<file path="config.mk">
export PLATFORM = sky130hd
export DESIGN_NAME = stxe_exec
export DESIGN_NICKNAME = d
export VERILOG_FILES = /design/src/stxe_pkg.sv /design/src/stxe_logic_unit.sv /design/src/stxe_exec.sv
export VERILOG_INCLUDE_DIRS = /design/src
export SDC_FILE = /design/constraint.sdc
export NUM_CORES = 1
export LEC_CHECK = 0
export ABC_AREA = 1
export BUFFER_PORTS_ARGS = -buffer_cell sky130_fd_sc_hd__buf_2
export CAP_MARGIN = 20
export CORE_ASPECT_RATIO = 0.75
export CORE_MARGIN = 4
export CORE_UTILIZATION = 34
export CTS_CLUSTER_SIZE = 24
export DETAILED_ROUTE_END_ITERATION = 8
export GPL_ROUTABILITY_DRIVEN = 0
export GPL_TIMING_DRIVEN = 0
export PLACE_DENSITY_LB_ADDON = 0.12
export REMOVE_ABC_BUFFERS = 1
export SLEW_MARGIN = 5
export SYNTH_ARGS = -nofsm -noshare
export SYNTH_HDL_FRONTEND = slang
export SYNTH_SLANG_ARGS = --single-unit
</file>
<file path="constraint.sdc">
create_clock -name mclk -period 2.5 [get_ports mclk]
set_input_delay 0.25 -clock mclk [delete_from_list [all_inputs] [get_ports mclk]]
set_output_delay 0.25 -clock mclk [all_outputs]
set_load 0.02 [all_outputs]
</file>
<file path="src/stxe_regs.svh">
// Reset values and timing counts for the skip, table-read and XOR executor
`ifndef STXE_REGS_SVH
`define STXE_REGS_SVH

`define STXE_ACC_RST 8'h00
`define STXE_LATCH_RST 8'h00
`define STXE_ZERO_RST 1'b0
`define STXE_SKIP_TAKEN_CYCLES 2
`define STXE_SKIP_NOT_TAKEN_CYCLES 1
`define STXE_TABLE_READ_CYCLES 2
`define STXE_DATA_W 8
`define STXE_ROM_W 16
`define STXE_ROM_AW 13

`endif

</file>
<file path="src/stxe_pkg.sv">
// Types shared by the skip, table-read and XOR executor
package stxe_pkg;

    typedef enum logic [3:0] {
        OP_NIBX = 4'h0,
        OP_SKZ = 4'h1,
        OP_SKZA = 4'h2,
        OP_SKBIT = 4'h3,
        OP_TRDC = 4'h4,
        OP_TRDL = 4'h5,
        OP_XORA = 4'h6,
        OP_XOR_TO_MEM = 4'h7,
        OP_XORI = 4'h8
    } stxe_op_t;

    typedef enum logic [1:0] {
        ST_RUN = 2'b00,
        ST_TABLE = 2'b01,
        ST_DUMMY = 2'b10
    } stxe_state_t;

endpackage

</file>
<file path="src/stxe_logic_unit.sv">
// Combinational data path: nibble exchange, XOR and skip conditions
`timescale 1ns/1ps
module stxe_logic_unit (
    input wire stxe_pkg::stxe_op_t op,
    input wire logic [7:0] acc,
    input wire logic [7:0] mem,
    input wire logic [7:0] imm,
    input wire logic [2:0] bit_sel,
    output logic [7:0] result,
    output logic skip_cond,
    output logic result_zero
);
    always_comb begin
        result = mem;
        skip_cond = 1'b0;
        unique case (op)
            stxe_pkg::OP_NIBX: result = {mem[3:0], mem[7:4]};
            stxe_pkg::OP_SKZ: skip_cond = (mem == 8'h00);
            stxe_pkg::OP_SKZA: skip_cond = (mem == 8'h00);
            stxe_pkg::OP_SKBIT: skip_cond = ~mem[bit_sel];
            stxe_pkg::OP_XORA: result = acc ^ mem;
            stxe_pkg::OP_XOR_TO_MEM: result = acc ^ mem;
            stxe_pkg::OP_XORI: result = acc ^ imm;
            default: result = mem;
        endcase
        result_zero = (result == 8'h00);
    end
endmodule

</file>
<file path="src/stxe_exec.sv">
// Executor for nibble exchange, zero skips, table reads and XOR operations
// Function
// - Nibble exchange loads swapped byte into accumulator
// - Skip-if-zero skips on zero byte, two cycles
// - Taken skip discards fetched instruction, one dummy
// - Move-test copies byte to accumulator, skips zero
// - Bit test skips when selected bit clear
// - Current-page table read: low byte memory, high latch
// - Last-page table read uses top page
// - XOR memory into accumulator, zero flag only
// - XOR result written to memory, accumulator kept
// - XOR immediate into accumulator, zero flag only
`timescale 1ns/1ps
`include "stxe_regs.svh"
module stxe_exec #(
    parameter int ROM_AW = `STXE_ROM_AW
) (
    input wire logic mclk,
    input wire logic resetn,
    input wire logic op_valid,
    input wire stxe_pkg::stxe_op_t op,
    input wire logic [7:0] mem_addr,
    input wire logic [7:0] mem_rdata,
    input wire logic [2:0] bit_sel,
    input wire logic [7:0] imm,
    input wire logic [7:0] table_pointer,
    input wire logic [ROM_AW-9:0] pc_page,
    input wire logic [15:0] rom_rdata,
    output logic instr_ready_ff,
    output logic discard_ff,
    output logic [7:0] acc_ff,
    output logic zero_ff,
    output logic [7:0] table_high_byte_latch_ff,
    output logic mem_we_ff,
    output logic [7:0] mem_waddr_ff,
    output logic [7:0] mem_wdata_ff,
    output logic rom_rd_ff,
    output logic [ROM_AW-1:0] rom_addr_ff
);
    // ==========================================================
    // Data path
    stxe_pkg::stxe_state_t state_ff;
    stxe_pkg::stxe_state_t nxt_state;
    logic nxt_instr_ready;
    logic nxt_discard;
    logic [7:0] nxt_acc;
    logic nxt_zero;
    logic [7:0] nxt_table_high_byte_latch;
    logic nxt_mem_we;
    logic [7:0] nxt_mem_waddr;
    logic [7:0] nxt_mem_wdata;
    logic nxt_rom_rd;
    logic [ROM_AW-1:0] nxt_rom_addr;
    logic [7:0] alu_result;
    logic alu_skip;
    logic alu_zero;
    logic take;

    assign take = op_valid & instr_ready_ff;

    stxe_logic_unit u_alu (
        .op(op),
        .acc(acc_ff),
        .mem(mem_rdata),
        .imm(imm),
        .bit_sel(bit_sel),
        .result(alu_result),
        .skip_cond(alu_skip),
        .result_zero(alu_zero)
    );

    // ==========================================================
    // Sequencer
    // Decode must hold off while ready is low; requests then are ignored
    always_comb begin
        nxt_state = state_ff;
        nxt_discard = 1'b0;
        nxt_acc = acc_ff;
        nxt_zero = zero_ff;
        nxt_table_high_byte_latch = table_high_byte_latch_ff;
        nxt_mem_we = 1'b0;
        nxt_mem_waddr = mem_waddr_ff;
        nxt_mem_wdata = mem_wdata_ff;
        nxt_rom_rd = 1'b0;
        nxt_rom_addr = rom_addr_ff;
        unique case (state_ff)
            stxe_pkg::ST_RUN: begin
                if (take) begin
                    unique case (op)
                        stxe_pkg::OP_NIBX: nxt_acc = alu_result;
                        stxe_pkg::OP_SKZ, stxe_pkg::OP_SKZA,
                        stxe_pkg::OP_SKBIT: begin
                            if (op == stxe_pkg::OP_SKZA) begin
                                nxt_acc = mem_rdata;
                            end
                            if (alu_skip) begin
                                nxt_discard = 1'b1;
                                nxt_state = stxe_pkg::ST_DUMMY;
                            end
                        end
                        stxe_pkg::OP_TRDC, stxe_pkg::OP_TRDL: begin
                            // ROM port is busy next cycle, so decode stalls
                            nxt_rom_rd = 1'b1;
                            nxt_mem_waddr = mem_addr;
                            if (op == stxe_pkg::OP_TRDL) begin
                                nxt_rom_addr = {{(ROM_AW-8){1'b1}},
                                    table_pointer};
                            end else begin
                                nxt_rom_addr = {pc_page,
                                    table_pointer};
                            end
                            nxt_state = stxe_pkg::ST_TABLE;
                        end
                        stxe_pkg::OP_XOR_TO_MEM: begin
                            nxt_mem_we = 1'b1;
                            nxt_mem_waddr = mem_addr;
                            nxt_mem_wdata = alu_result;
                            nxt_zero = alu_zero;
                        end
                        stxe_pkg::OP_XORA, stxe_pkg::OP_XORI: begin
                            nxt_acc = alu_result;
                            nxt_zero = alu_zero;
                        end
                        default: nxt_state = stxe_pkg::ST_RUN;
                    endcase
                end
            end
            stxe_pkg::ST_TABLE: begin
                nxt_mem_we = 1'b1;
                nxt_mem_wdata = rom_rdata[7:0];
                nxt_table_high_byte_latch = rom_rdata[15:8];
                nxt_state = stxe_pkg::ST_RUN;
            end
            stxe_pkg::ST_DUMMY: nxt_state = stxe_pkg::ST_RUN;
            default: nxt_state = stxe_pkg::ST_RUN;
        endcase
        nxt_instr_ready = (nxt_state == stxe_pkg::ST_RUN);
    end

    always_ff @(posedge mclk) begin
        if (!resetn) begin
            state_ff <= stxe_pkg::ST_RUN;
            instr_ready_ff <= 1'b1;
            discard_ff <= 1'b0;
            acc_ff <= `STXE_ACC_RST;
            zero_ff <= `STXE_ZERO_RST;
            table_high_byte_latch_ff <= `STXE_LATCH_RST;
            mem_we_ff <= 1'b0;
            mem_waddr_ff <= 8'h00;
            mem_wdata_ff <= 8'h00;
            rom_rd_ff <= 1'b0;
            rom_addr_ff <= '0;
        end else begin
            state_ff <= nxt_state;
            instr_ready_ff <= nxt_instr_ready;
            discard_ff <= nxt_discard;
            acc_ff <= nxt_acc;
            zero_ff <= nxt_zero;
            table_high_byte_latch_ff <= nxt_table_high_byte_latch;
            mem_we_ff <= nxt_mem_we;
            mem_waddr_ff <= nxt_mem_waddr;
            mem_wdata_ff <= nxt_mem_wdata;
            rom_rd_ff <= nxt_rom_rd;
            rom_addr_ff <= nxt_rom_addr;
        end
    end

    // ==========================================================
    // Assertions
    property p_nibx;
        @(posedge mclk) disable iff (!resetn)
        take && op == stxe_pkg::OP_NIBX |=>
            acc_ff == {$past(mem_rdata[3:0]), $past(mem_rdata[7:4])}
            && $stable(zero_ff) && !mem_we_ff;
    endproperty
    a_nibx: assert property (p_nibx)
        else $error("nibble exchange wrong");

    property p_skz_taken;
        @(posedge mclk) disable iff (!resetn)
        take && op == stxe_pkg::OP_SKZ && mem_rdata == 8'h00 |=>
            discard_ff && !instr_ready_ff && $stable(zero_ff)
            ##1 instr_ready_ff && !discard_ff;
    endproperty
    a_skz_taken: assert property (p_skz_taken)
        else $error("skip not taken");

    property p_skz_not;
        @(posedge mclk) disable iff (!resetn)
        take && op == stxe_pkg::OP_SKZ && mem_rdata != 8'h00 |=>
            !discard_ff && instr_ready_ff && $stable(acc_ff);
    endproperty
    a_skz_not: assert property (p_skz_not)
        else $error("false skip");

    property p_skza;
        @(posedge mclk) disable iff (!resetn)
        take && op == stxe_pkg::OP_SKZA |=>
            acc_ff == $past(mem_rdata)
            && discard_ff == (acc_ff == 8'h00) && $stable(zero_ff);
    endproperty
    a_skza: assert property (p_skza)
        else $error("move test skip wrong");

    property p_skbit;
        @(posedge mclk) disable iff (!resetn)
        take && op == stxe_pkg::OP_SKBIT |=>
            discard_ff == !$past(mem_rdata[bit_sel]) && !mem_we_ff;
    endproperty
    a_skbit: assert property (p_skbit)
        else $error("bit skip wrong");

    property p_trdc;
        @(posedge mclk) disable iff (!resetn)
        take && op == stxe_pkg::OP_TRDC |=>
            rom_rd_ff && !instr_ready_ff
            && rom_addr_ff == {$past(pc_page), $past(table_pointer)}
            ##1 mem_we_ff && instr_ready_ff
            && mem_wdata_ff == $past(rom_rdata[7:0])
            && table_high_byte_latch_ff == $past(rom_rdata[15:8]);
    endproperty
    a_trdc: assert property (p_trdc)
        else $error("table read wrong");

    property p_trdl;
        @(posedge mclk) disable iff (!resetn)
        take && op == stxe_pkg::OP_TRDL |=>
            rom_addr_ff == {{(ROM_AW-8){1'b1}}, $past(table_pointer)}
            ##1 mem_we_ff && mem_waddr_ff == $past(mem_addr, 2);
    endproperty
    a_trdl: assert property (p_trdl)
        else $error("last page read wrong");

    property p_xora;
        @(posedge mclk) disable iff (!resetn)
        take && op == stxe_pkg::OP_XORA |=>
            acc_ff == ($past(acc_ff) ^ $past(mem_rdata))
            && zero_ff == (acc_ff == 8'h00) && !mem_we_ff;
    endproperty
    a_xora: assert property (p_xora)
        else $error("xor to acc wrong");

    property p_xor_to_mem;
        @(posedge mclk) disable iff (!resetn)
        take && op == stxe_pkg::OP_XOR_TO_MEM |=>
            mem_we_ff && $stable(acc_ff)
            && mem_wdata_ff == ($past(acc_ff) ^ $past(mem_rdata))
            && zero_ff == (mem_wdata_ff == 8'h00);
    endproperty
    a_xor_to_mem: assert property (p_xor_to_mem)
        else $error("xor to memory wrong");

    property p_xori;
        @(posedge mclk) disable iff (!resetn)
        take && op == stxe_pkg::OP_XORI |=>
            acc_ff == ($past(acc_ff) ^ $past(imm))
            && zero_ff == (acc_ff == 8'h00);
    endproperty
    a_xori: assert property (p_xori)
        else $error("xor immediate wrong");

    property p_zero_hold;
        @(posedge mclk) disable iff (!resetn)
        !(take && (op == stxe_pkg::OP_XORA || op == stxe_pkg::OP_XOR_TO_MEM
            || op == stxe_pkg::OP_XORI)) |=> $stable(zero_ff);
    endproperty
    a_zero_hold: assert property (p_zero_hold)
        else $error("zero flag moved");

    property p_table_len;
        @(posedge mclk) disable iff (!resetn)
        rom_rd_ff |-> !instr_ready_ff ##1 instr_ready_ff;
    endproperty
    a_table_len: assert property (p_table_len)
        else $error("table too long");
endmodule

</file>
==> impl_metrics.csv, run 1 <==
group,metric,value,unit
clock_network,clk_latency,0.30,ns
layout,stdcell_count,591,
yosys,synth_area_per_cell,6.76,um^2
place,placed_cells,583,
route,drt-pass1-iter-count,4,
worst_setup_path,slowest_delay,0.38,ns
worst_setup_path,cp.required,2.69,ns
worst_setup_path,critPathBufInv,1,
flow_run,drv_cap,0,
global_route,grtUsageMet2,26.6,%
global_route,antenna_found_initial,0,
layout,diodes,0,
yosys,yosys_most_used_dff,"dfxtp_1",
global_route,grt_max_degree,39,
worst_setup_path,crit_type,"in -> reg",
yosys,synth_top_area_share,40.4,%
yosys,ys_seq_elements,52,
global_route,met3_usage,5.28,%
status,status,"finished clean",
sta,rsz0062_at_grt,"no",
yosys,synth_cells,381,
sta,drv_slew,0,
global_route,grt_pass1_wl,13200,um
place,portBuffers,112,
die,die_x,108,um
sta,timing.slew.headroom,59.4,%
yosys,yosysSeqAreaShare,40.4,%
worst_setup_path,arrival,2.11,ns
global_route,first_global_vias,2676,
yosys,synth_edf_count,0,
clock_network,post_cts_resized,0,
min_path,hold_class,"in -> reg",
yosys,ys_warn_count,0,
route,antenna_left,0,
worst_setup_path,end_kind,"flip-flop",
clock_network,cts_tree,"yes",
die,io_pins,113,
global_route,grt_overflow,0,
die,design.core.area,7360,um^2
layout,layout-drive-gt1-share,28.4,%
power_and_ir_drop,p_per_area,515,nW/um^2
layout,syn2layout_area_growth,27.4,%
yosys,synth_top_area_cell,"dfxtp_1",
die,initial_utilization,35.0,%
clock_network,cts_max_path_buffers,2,
yosys,synthArstFlopShare,0,%
clock_network,cts_setup_buffers,0,
route,drcViolationCount,0,
power_and_ir_drop,p_leak,0.00160,uW
worst_setup_path,cp-start-kind,"primary input",
route,drt_iter0_markers,138,
worst_setup_path,crit_slowest_cell,"nand2_1",
place,place.detailed.hpwl,5860,um
sta,timing.fmax,519,MHz
worst_setup_path,path_cells,"buf_2 -> nor2_4 -> nand2_1 -> nand2_2 -> nand3_1 -> nand3_1 -> nor2_1 -> nand3_1 -> nor2_1 -> nor2_1 -> nor2_1",
die,row_count,27,
route,routedWlPerCell,13.6,um
clock_network,cts_hold_buf,0,
clock_network,cts_made_buffers,5,
route,drt-total-wl,8030,um
die,die_area,9040,um^2
worst_setup_path,cp_top_family,"simple AND/OR/NAND/NOR gates",
worst_setup_path,reg2regPathDepth,6,
route,viasPerCell,4.77,
route,vias,2821,
global_route,grt-busiest-layer,"met2",
yosys,synth.cell_area,2570,um^2
yosys,yosys-top-cells-area,"dfxtp_1 (40%), nand2_1 (12%), nor2_1 (11%), nand3_1 (6.6%), o21ai_0 (6.4%)",
worst_setup_path,cpMostUsedCell,"nor2_1",
sta,worst_pin_slew,0.608,ns
worst_setup_path,path_max_fanout,11,
sta,skew,0.0104,ns
clock_network,path_clk_slew,0.11,ns
worst_setup_path,worst-path-stages,11,
clock_network,cts-root-buf,"clkbuf_8",
global_route,grtUsageTotal,17.8,%
layout,final_nets,552,
min_path,min_path_cells,3,
clock_network,clkSinkCount,52,
yosys,yosysUniqueCellTypes,28,
global_route,met1_usage,25.9,%
power_and_ir_drop,vdd_drop_max,0.000222,V
clock_network,h-tree-depth,2,
sta,timing.final.crit_share,77.0,%
sta,min_period,1.93,ns
sta,setup_viol,0,
sta,final_hold_viol_count,0,
sta,tns,0,ns
die,fp.dieH,83.4,um
yosys,synth_common_cells,"nand2_1 (79), nor2_1 (75), dfxtp_1 (52)",
yosys,synth.most_common_cell,"nand2_1",
==> routing by layer <==
metal	share of wire [%]	vias to the layer above
met3	8.5	2
li1	-	1467
met5	0	-
met2	41	95
met1	50	1257
met4	0.37	0
==> flip-flops by register name, indices dropped and copies added (netlist names) <==
name / cells
acc_ff: 8
discard_ff: 1
instr_ready_ff: 1
mem_waddr_ff: 8
mem_wdata_ff: 8
mem_we_ff: 1
rom_addr_ff: 13
rom_rd_ff: 1
state_ff: 2
table_high_byte_latch_ff: 8
zero_ff: 1
==> area by class of cell <==
type | instances | area, um^2
clock buffers | 5 | 68.8
clock inverters | 3 | 21.3
fillers | 835 | 4080
inverters | 29 | 114
multi-input cells | 288 | 1340
flip-flops and latches | 52 | 1040
well taps | 101 | 126
repair buffers | 113 | 566
==> worst paths after layout <==
path                   startpoint               to  slack (ns)
setup / recovery            op[0]          zero_ff        0.57
hold / removal         pc_page[3]  rom_addr_ff[11]        0.15
setup reg to reg      state_ff[1]  mem_wdata_ff[0]        0.61
hold reg to reg   mem_waddr_ff[0]  mem_waddr_ff[0]        0.49
==> stage by stage <==
stage / utilization [%] / area (um^2) / setup slack (ns) / power, uW / hold slack, ns
3_5_place_dp: 43.3 / 3190 / 0.254 / 1210 / 0.467
5_1_grt: 44.5 / 3280 / 0.306 / 1800 / 0.145
4_1_cts: 44.5 / 3280 / 0.561 / 1720 / 0.142
3_3_place_gp: 43.3 / 3190 / -0.204 / 1200 / 0.458
6_report: 44.5 / 3280 / 0.575 / 1690 / 0.149
2_1_floorplan: - / 2500 / 0.564 / 1070 / 0.375
==> cells in the final DEF (no fill, tap or decap), types with 2 or more instances in the layout <==
master / synthesis / layout
clkbuf_8: 0 / 5
a21oi_1: 18 / 18
inv_2: 2 / 2
a31oi_1: 8 / 8
o21ai_0: 33 / 33
nor2_4: 3 / 3
nor2_2: 2 / 2
inv_1: 23 / 23
clkinv_1: 2 / 2
nor4_1: 3 / 3
nand3_2: 3 / 3
nand2_2: 3 / 3
inv_4: 2 / 2
buf_2: 1 / 113
nor3_1: 7 / 7
o21ai_1: 10 / 10
nand3_1: 34 / 34
nor2_1: 75 / 75
dfxtp_1: 52 / 52
nand4_1: 2 / 2
nand3b_1: 3 / 3
nand2_1: 79 / 79
==> cells by family after synthesis <==
family	Yosys count	share of synthesized area, %
and+or+nand+nor	214	36.2
AOI/OAI and AO/OA	74	16.0
buffers and inverters	41	7.39
DFF	52	40.4
==> where the power goes <==
| part | total (uW) | switching, uW | internal (uW) | leakage, uW |
|---|---|---|---|---|
| clock network | 501 | 301 | 200 | 0.0000445 |
| logic | 316 | 205 | 112 | 0.00113 |
| registers | 872 | 15.9 | 856 | 0.000422 |
| total | 1690 | 522 | 1170 | 0.00160 |
==> worst min-delay path, delay by kind of cell <==
family / cells / cell delay [ns]
AND/OR/NAND/NOR: 2 / 0.10
buffers and inverters: 1 / 0.07
No activity file was read; power rests on OpenSTA's default activity.
==> inputs of run 2 (changes only) <==
Clock period 2.5 ns to 2 ns, I/O delays scaled along.
==> impl_metrics.csv, run 2 (same netlist as run 1, synthesis figures left out) <==
group,metric,value,unit
status,status,"finished clean",
sta,skew,0.0104,ns
worst_setup_path,cp.required,2.19,ns
sta,min_period,1.71,ns
clock_network,path_clk_slew,0.11,ns
worst_setup_path,rr_startpoint,"state_ff[1]",
die,die_x,108,um
route,vias,2859,
layout,top_register,"rom_addr_ff",
worst_setup_path,timing.reg2reg.setup_slack,0.33,ns
die,fp.dieH,83.4,um
sta,setup_viol,0,
route,viasPerCell,4.84,
clock_network,cts-root-buf,"clkbuf_8",
worst_setup_path,crit_type,"in -> reg",
layout,final_nets,552,
worst_setup_path,arrival,1.90,ns
die,io_pins,113,
worst_setup_path,endpoint,"zero_ff",
route,antenna_left,0,
route,routedWlPerCell,13.6,um
global_route,grt_max_degree,39,
route,drt_iter0_markers,127,
route,drcViolationCount,0,
power_and_ir_drop,p_per_area,643,nW/um^2
layout,diodes,0,
clock_network,cts_max_path_buffers,2,
route,drt-total-wl,8030,um
clock_network,cts_hold_buf,0,
die,die_area,9040,um^2
sta,timing.fmax,585,MHz
worst_setup_path,end_kind,"flip-flop",
sta,setup_slack,0.291,ns
worst_setup_path,reg2regPathDepth,6,
worst_setup_path,crit_start,"op[0]",
global_route,grtUsageTotal,17.8,%
power_and_ir_drop,p_leak,0.00160,uW
clock_network,clkSinkCount,52,
worst_setup_path,cp-start-kind,"primary input",
sta,final_hold_viol_count,0,
sta,rsz0062_at_grt,"no",
place,place.detailed.hpwl,5860,um
die,row_count,27,
flow_run,drv_cap,0,
place,postPlaceCellArea,3190,um^2
global_route,grt_pass1_wl,13200,um
global_route,grt_overflow,0,
clock_network,clk_latency,0.30,ns
sta,timing.final.crit_share,85.5,%
global_route,first_global_vias,2676,
clock_network,cts_tree,"yes",
layout,layout-drive-gt1-share,29.0,%
layout,final_cell_mix,"buf_2 (113), nand2_1 (78), nor2_1 (75)",
clock_network,h-tree-depth,2,
clock_network,post_cts_resized,0,
sta,timing.slew.headroom,59.0,%
layout,largest_reg_flops,13,
clock_network,cts_setup_buffers,0,
route,drt-pass1-iter-count,5,
worst_setup_path,path_max_fanout,11,
sta,drv_slew,0,
min_path,hold_class,"in -> reg",
die,design.core.area,7360,um^2
place,portBuffers,112,
layout,fin_area,3300,um^2
clock_network,cts_made_buffers,5,
global_route,antenna_found_initial,0,
worst_setup_path,r2r_end,"mem_wdata_ff[0]",
power_and_ir_drop,vdd_drop_max,0.000279,V
layout,syn2layout_area_growth,28.0,%
die,initial_utilization,35.0,%
layout,fillCellCount,832,
layout,final_common_cell,"buf_2",
sta,worst_pin_slew,0.614,ns
place,place_ws,-0.196,ns
==> run 2: cell count changes in the layout (fill, tap and decap cells not counted) <==
cell / delta
nor2_2: -1
nor2_4: +1
clkinvlp_4: +1
clkinv_1: -1
nor3_2: +1
nand2_2: +1
nor3_1: -1
nand2_1: -1
==> run 2: worst min path at each step <==
stage / from / endpoint / slack [ns] / cells after the start
5_1_grt: pc_page[2] / rom_addr_ff[10] / 0.09 / 3
3_3_place_gp: pc_page[3] / rom_addr_ff[11] / 0.41 / 3
3_5_place_dp: pc_page[3] / rom_addr_ff[11] / 0.42 / 3
2_1_floorplan: pc_page[2] / rom_addr_ff[10] / 0.32 / 2
6_report: pc_page[3] / rom_addr_ff[11] / 0.1 / 3
4_1_cts: pc_page[3] / rom_addr_ff[11] / 0.09 / 3
==> run 2: where the power goes <==
group / internal [uW] / switching [uW]
Sequential: 1070 / 19.9
Combinational: 140 / 257
Clock: 250 / 383
==> run 2: metal layers <==
| layer | GRT usage (%) | vias up | share of wire, % |
|---|---|---|---|
| met2 | 26.6 | 112 | 42 |
| met4 | 2.41 | 0 | 0.39 |
| met3 | 5.28 | 2 | 9.7 |
| met1 | 25.9 | 1281 | 48 |
| met5 | 0 | - | 0 |
| li1 | - | 1464 | - |
==> run 2: final cells by class <==
cell class	count	area [um^2]	area share, %
sequential	52	1040	31.6
multi-input combinational	288	1360	41.1
clock buffer	5	68.8	2.09
timing repair buffer	113	566	17.2
tap	101	126	3.83
clock inverter	3	21.3	0.645
inverter	29	118	3.57
==> run 2: per-stage QoR <==
step,util [%],hold slack [ns],cells,total power (uW),TNS (ns)
finish,44.8,0.0959,591,2120,0
global route,44.8,0.0945,591,2260,0
CTS,44.5,0.0918,591,2150,0
detailed placement,43.3,0.419,583,1510,-0.636
global placement,43.3,0.412,582,1500,-9.75
floorplan,-,0.325,369,1330,0
==> run 2: worst max-delay path, cell delays in order <==
cell and delay, ns:
buf_2 0.16, nor2_4 0.34, nand2_2 0.26, nand2_2 0.29, nand3_1 0.13, nand3_1 0.18, nor2_1 0.08, nand3_1 0.08
nor2_1 0.04, nor2_1 0.08, nor2_1 0.04
==> inputs of run 3 (changes only) <==
Settings changed: BUFFER_PORTS_ARGS -buffer_cell sky130_fd_sc_hd__buf_2 to unset, DONT_BUFFER_PORTS set to 1.
==> impl_metrics.csv, run 3 (same netlist as run 1, synthesis figures left out) <==
group,metric,value,unit
route,viasPerCell,5.10,
sta,fin_hold_ws,0.00766,ns
sta,final_hold_viol_count,0,
layout,fillCellCount,849,
place,place_ws,0.0227,ns
die,fp.dieH,83.4,um
global_route,met3_usage,7.69,%
sta,skew,0.0134,ns
power_and_ir_drop,p_sw_share,30.2,%
sta,worst_pin_slew,0.531,ns
clock_network,path_clk_slew,0.11,ns
layout,diodes,0,
route,drt-total-wl,7520,um
clock_network,cts_made_buffers,5,
sta,setup_slack,0.358,ns
worst_setup_path,crit_start,"op[0]",
status,status,"finished clean",
layout,final_common_cell,"nand2_1",
route,drt_iter0_markers,152,
worst_setup_path,end_kind,"flip-flop",
power_and_ir_drop,comb_power_share,11.5,%
power_and_ir_drop,p_per_area,720,nW/um^2
route,routedWlPerCell,15.4,um
global_route,antenna_found_initial,0,
worst_setup_path,cp_top_family,"simple AND/OR/NAND/NOR gates",
sta,setup_viol,0,
global_route,grt_max_degree,39,
global_route,grtUsageTotal,16.6,%
sta,tns,0,ns
worst_setup_path,reg2regPathDepth,8,
flow_run,drv_cap,0,
die,die_x,108,um
sta,timing.final.crit_share,82.1,%
global_route,grt-busiest-layer,"met1",
sta,timing.fmax,609,MHz
worst_setup_path,r2r_end,"rom_addr_ff[11]",
place,portBuffers,0,
sta,drv_slew,0,
global_route,first_global_vias,2339,
layout,final_cell_mix,"nand2_1 (79), nor2_1 (75), dfxtp_1 (52)",
min_path,min_path_cells,2,
worst_setup_path,crit_type,"in -> reg",
worst_setup_path,path_cells,"nor2_4 -> nand2_1 -> nand2_2 -> nand3_1 -> nand3_1 -> nor2_1 -> nand3_1 -> nor2_1 -> nor2_1 -> nor2_1",
place,place.detailed.hpwl,5620,um
worst_setup_path,timing.reg2reg.setup_slack,0.36,ns
global_route,grt_overflow,0,
power_and_ir_drop,pwr-share-clk,32.1,%
worst_setup_path,critPathBufInv,0,
worst_setup_path,slowest_delay,0.36,ns
worst_setup_path,cp.required,2.19,ns
worst_setup_path,crit_slowest_cell,"nand2_1",
power_and_ir_drop,intPower,1410,uW
clock_network,cts_tree,"yes",
layout,final_nets,448,
worst_setup_path,worst-path-stages,10,
die,initial_utilization,35.0,%
power_and_ir_drop,p_leak,0.00113,uW
min_path,hold_class,"in -> reg",
clock_network,clkSinkCount,52,
power_and_ir_drop,p_seq_share,56.5,%
worst_setup_path,cpMostUsedCell,"nor2_1",
die,design.core.area,7360,um^2
worst_setup_path,rr_startpoint,"instr_ready_ff",
worst_setup_path,arrival,1.83,ns
place,placed_cells,471,
worst_setup_path,path_max_fanout,11,
die,die_area,9040,um^2
layout,syn2layout_area_growth,9.04,%
layout,largest_reg_flops,13,
worst_setup_path,endpoint,"zero_ff",
power_and_ir_drop,switching_power,611,uW
die,io_pins,113,
worst_setup_path,cp-start-kind,"primary input",
layout,layout-drive-gt1-share,9.59,%
clock_network,clk_latency,0.31,ns
route,antenna_left,0,
sta,timing.slew.headroom,64.5,%
route,drcViolationCount,0,
global_route,grt_pass1_wl,12100,um
clock_network,cts-root-buf,"clkbuf_8",
route,vias,2484,
global_route,met1_usage,24.1,%
die,row_count,27,
sta,min_period,1.64,ns
sta,rsz0062_at_grt,"no",
layout,top_register,"rom_addr_ff",
route,drt-pass1-iter-count,4,
power_and_ir_drop,vdd_drop_max,0.000321,V
clock_network,h-tree-depth,2,
clock_network,cts_max_path_buffers,2,
layout,stdcell_count,487,
global_route,grtUsageMet2,22.9,%
layout,final_util,38.1,%
[run 3: repair_timing]
item                                    CTS  global route
resized for setup                         0             4
endpoints found under the setup margin    0            25
setup buffers                             0             7
hold endpoints to repair                  0             2
hold buffers                              0             1
[run 3: worst min path at each step]
| stage | from | to | slack, ns |
|---|---|---|---|
| finish | pc_page[2] | rom_addr_ff[10] | 0.008 |
| global route | resetn | table_high_byte_latch_ff[7] | 0.003 |
| CTS | pc_page[2] | rom_addr_ff[10] | 0.001 |
| detailed placement | pc_page[0] | rom_addr_ff[8] | 0.33 |
| global placement | pc_page[3] | rom_addr_ff[11] | 0.33 |
| floorplan | pc_page[2] | rom_addr_ff[10] | 0.32 |
[run 3: cell type report]
class                      instances  area, um^2  share of cell area (%)
clock inverter                     3        27.5                   0.980
sequential                        52        1040                    37.1
multi-input combinational        288        1360                    48.3
clock buffer                       5        68.8                    2.45
tap                              101         126                    4.50
inverter                          29         121                    4.32
timing repair buffer               9        67.6                    2.41
[run 3: metrics by stage]
step	cell area [um^2]	power (uW)
after floorplan	2500	1330
after global placement	2630	1390
after detailed placement	2630	1390
after CTS	2730	2050
after global routing	2810	2150
final	2810	2020
[run 3: power by group through the flow]
stage	sequential [uW]	clock (uW)	combinational [uW]
final	1140	649	232
after floorplan	1160	0	176
after detailed placement	1170	0	225
after global routing	1150	737	267
after global placement	1170	0	221
after CTS	1140	685	226
[run 3: layer usage]
metal / up-vias / wire [um]
met3: 2 / 1040
met1: 1098 / 3360
met5: - / 0
met2: 115 / 3100
li1: 1269 / -
met4: 0 / 22
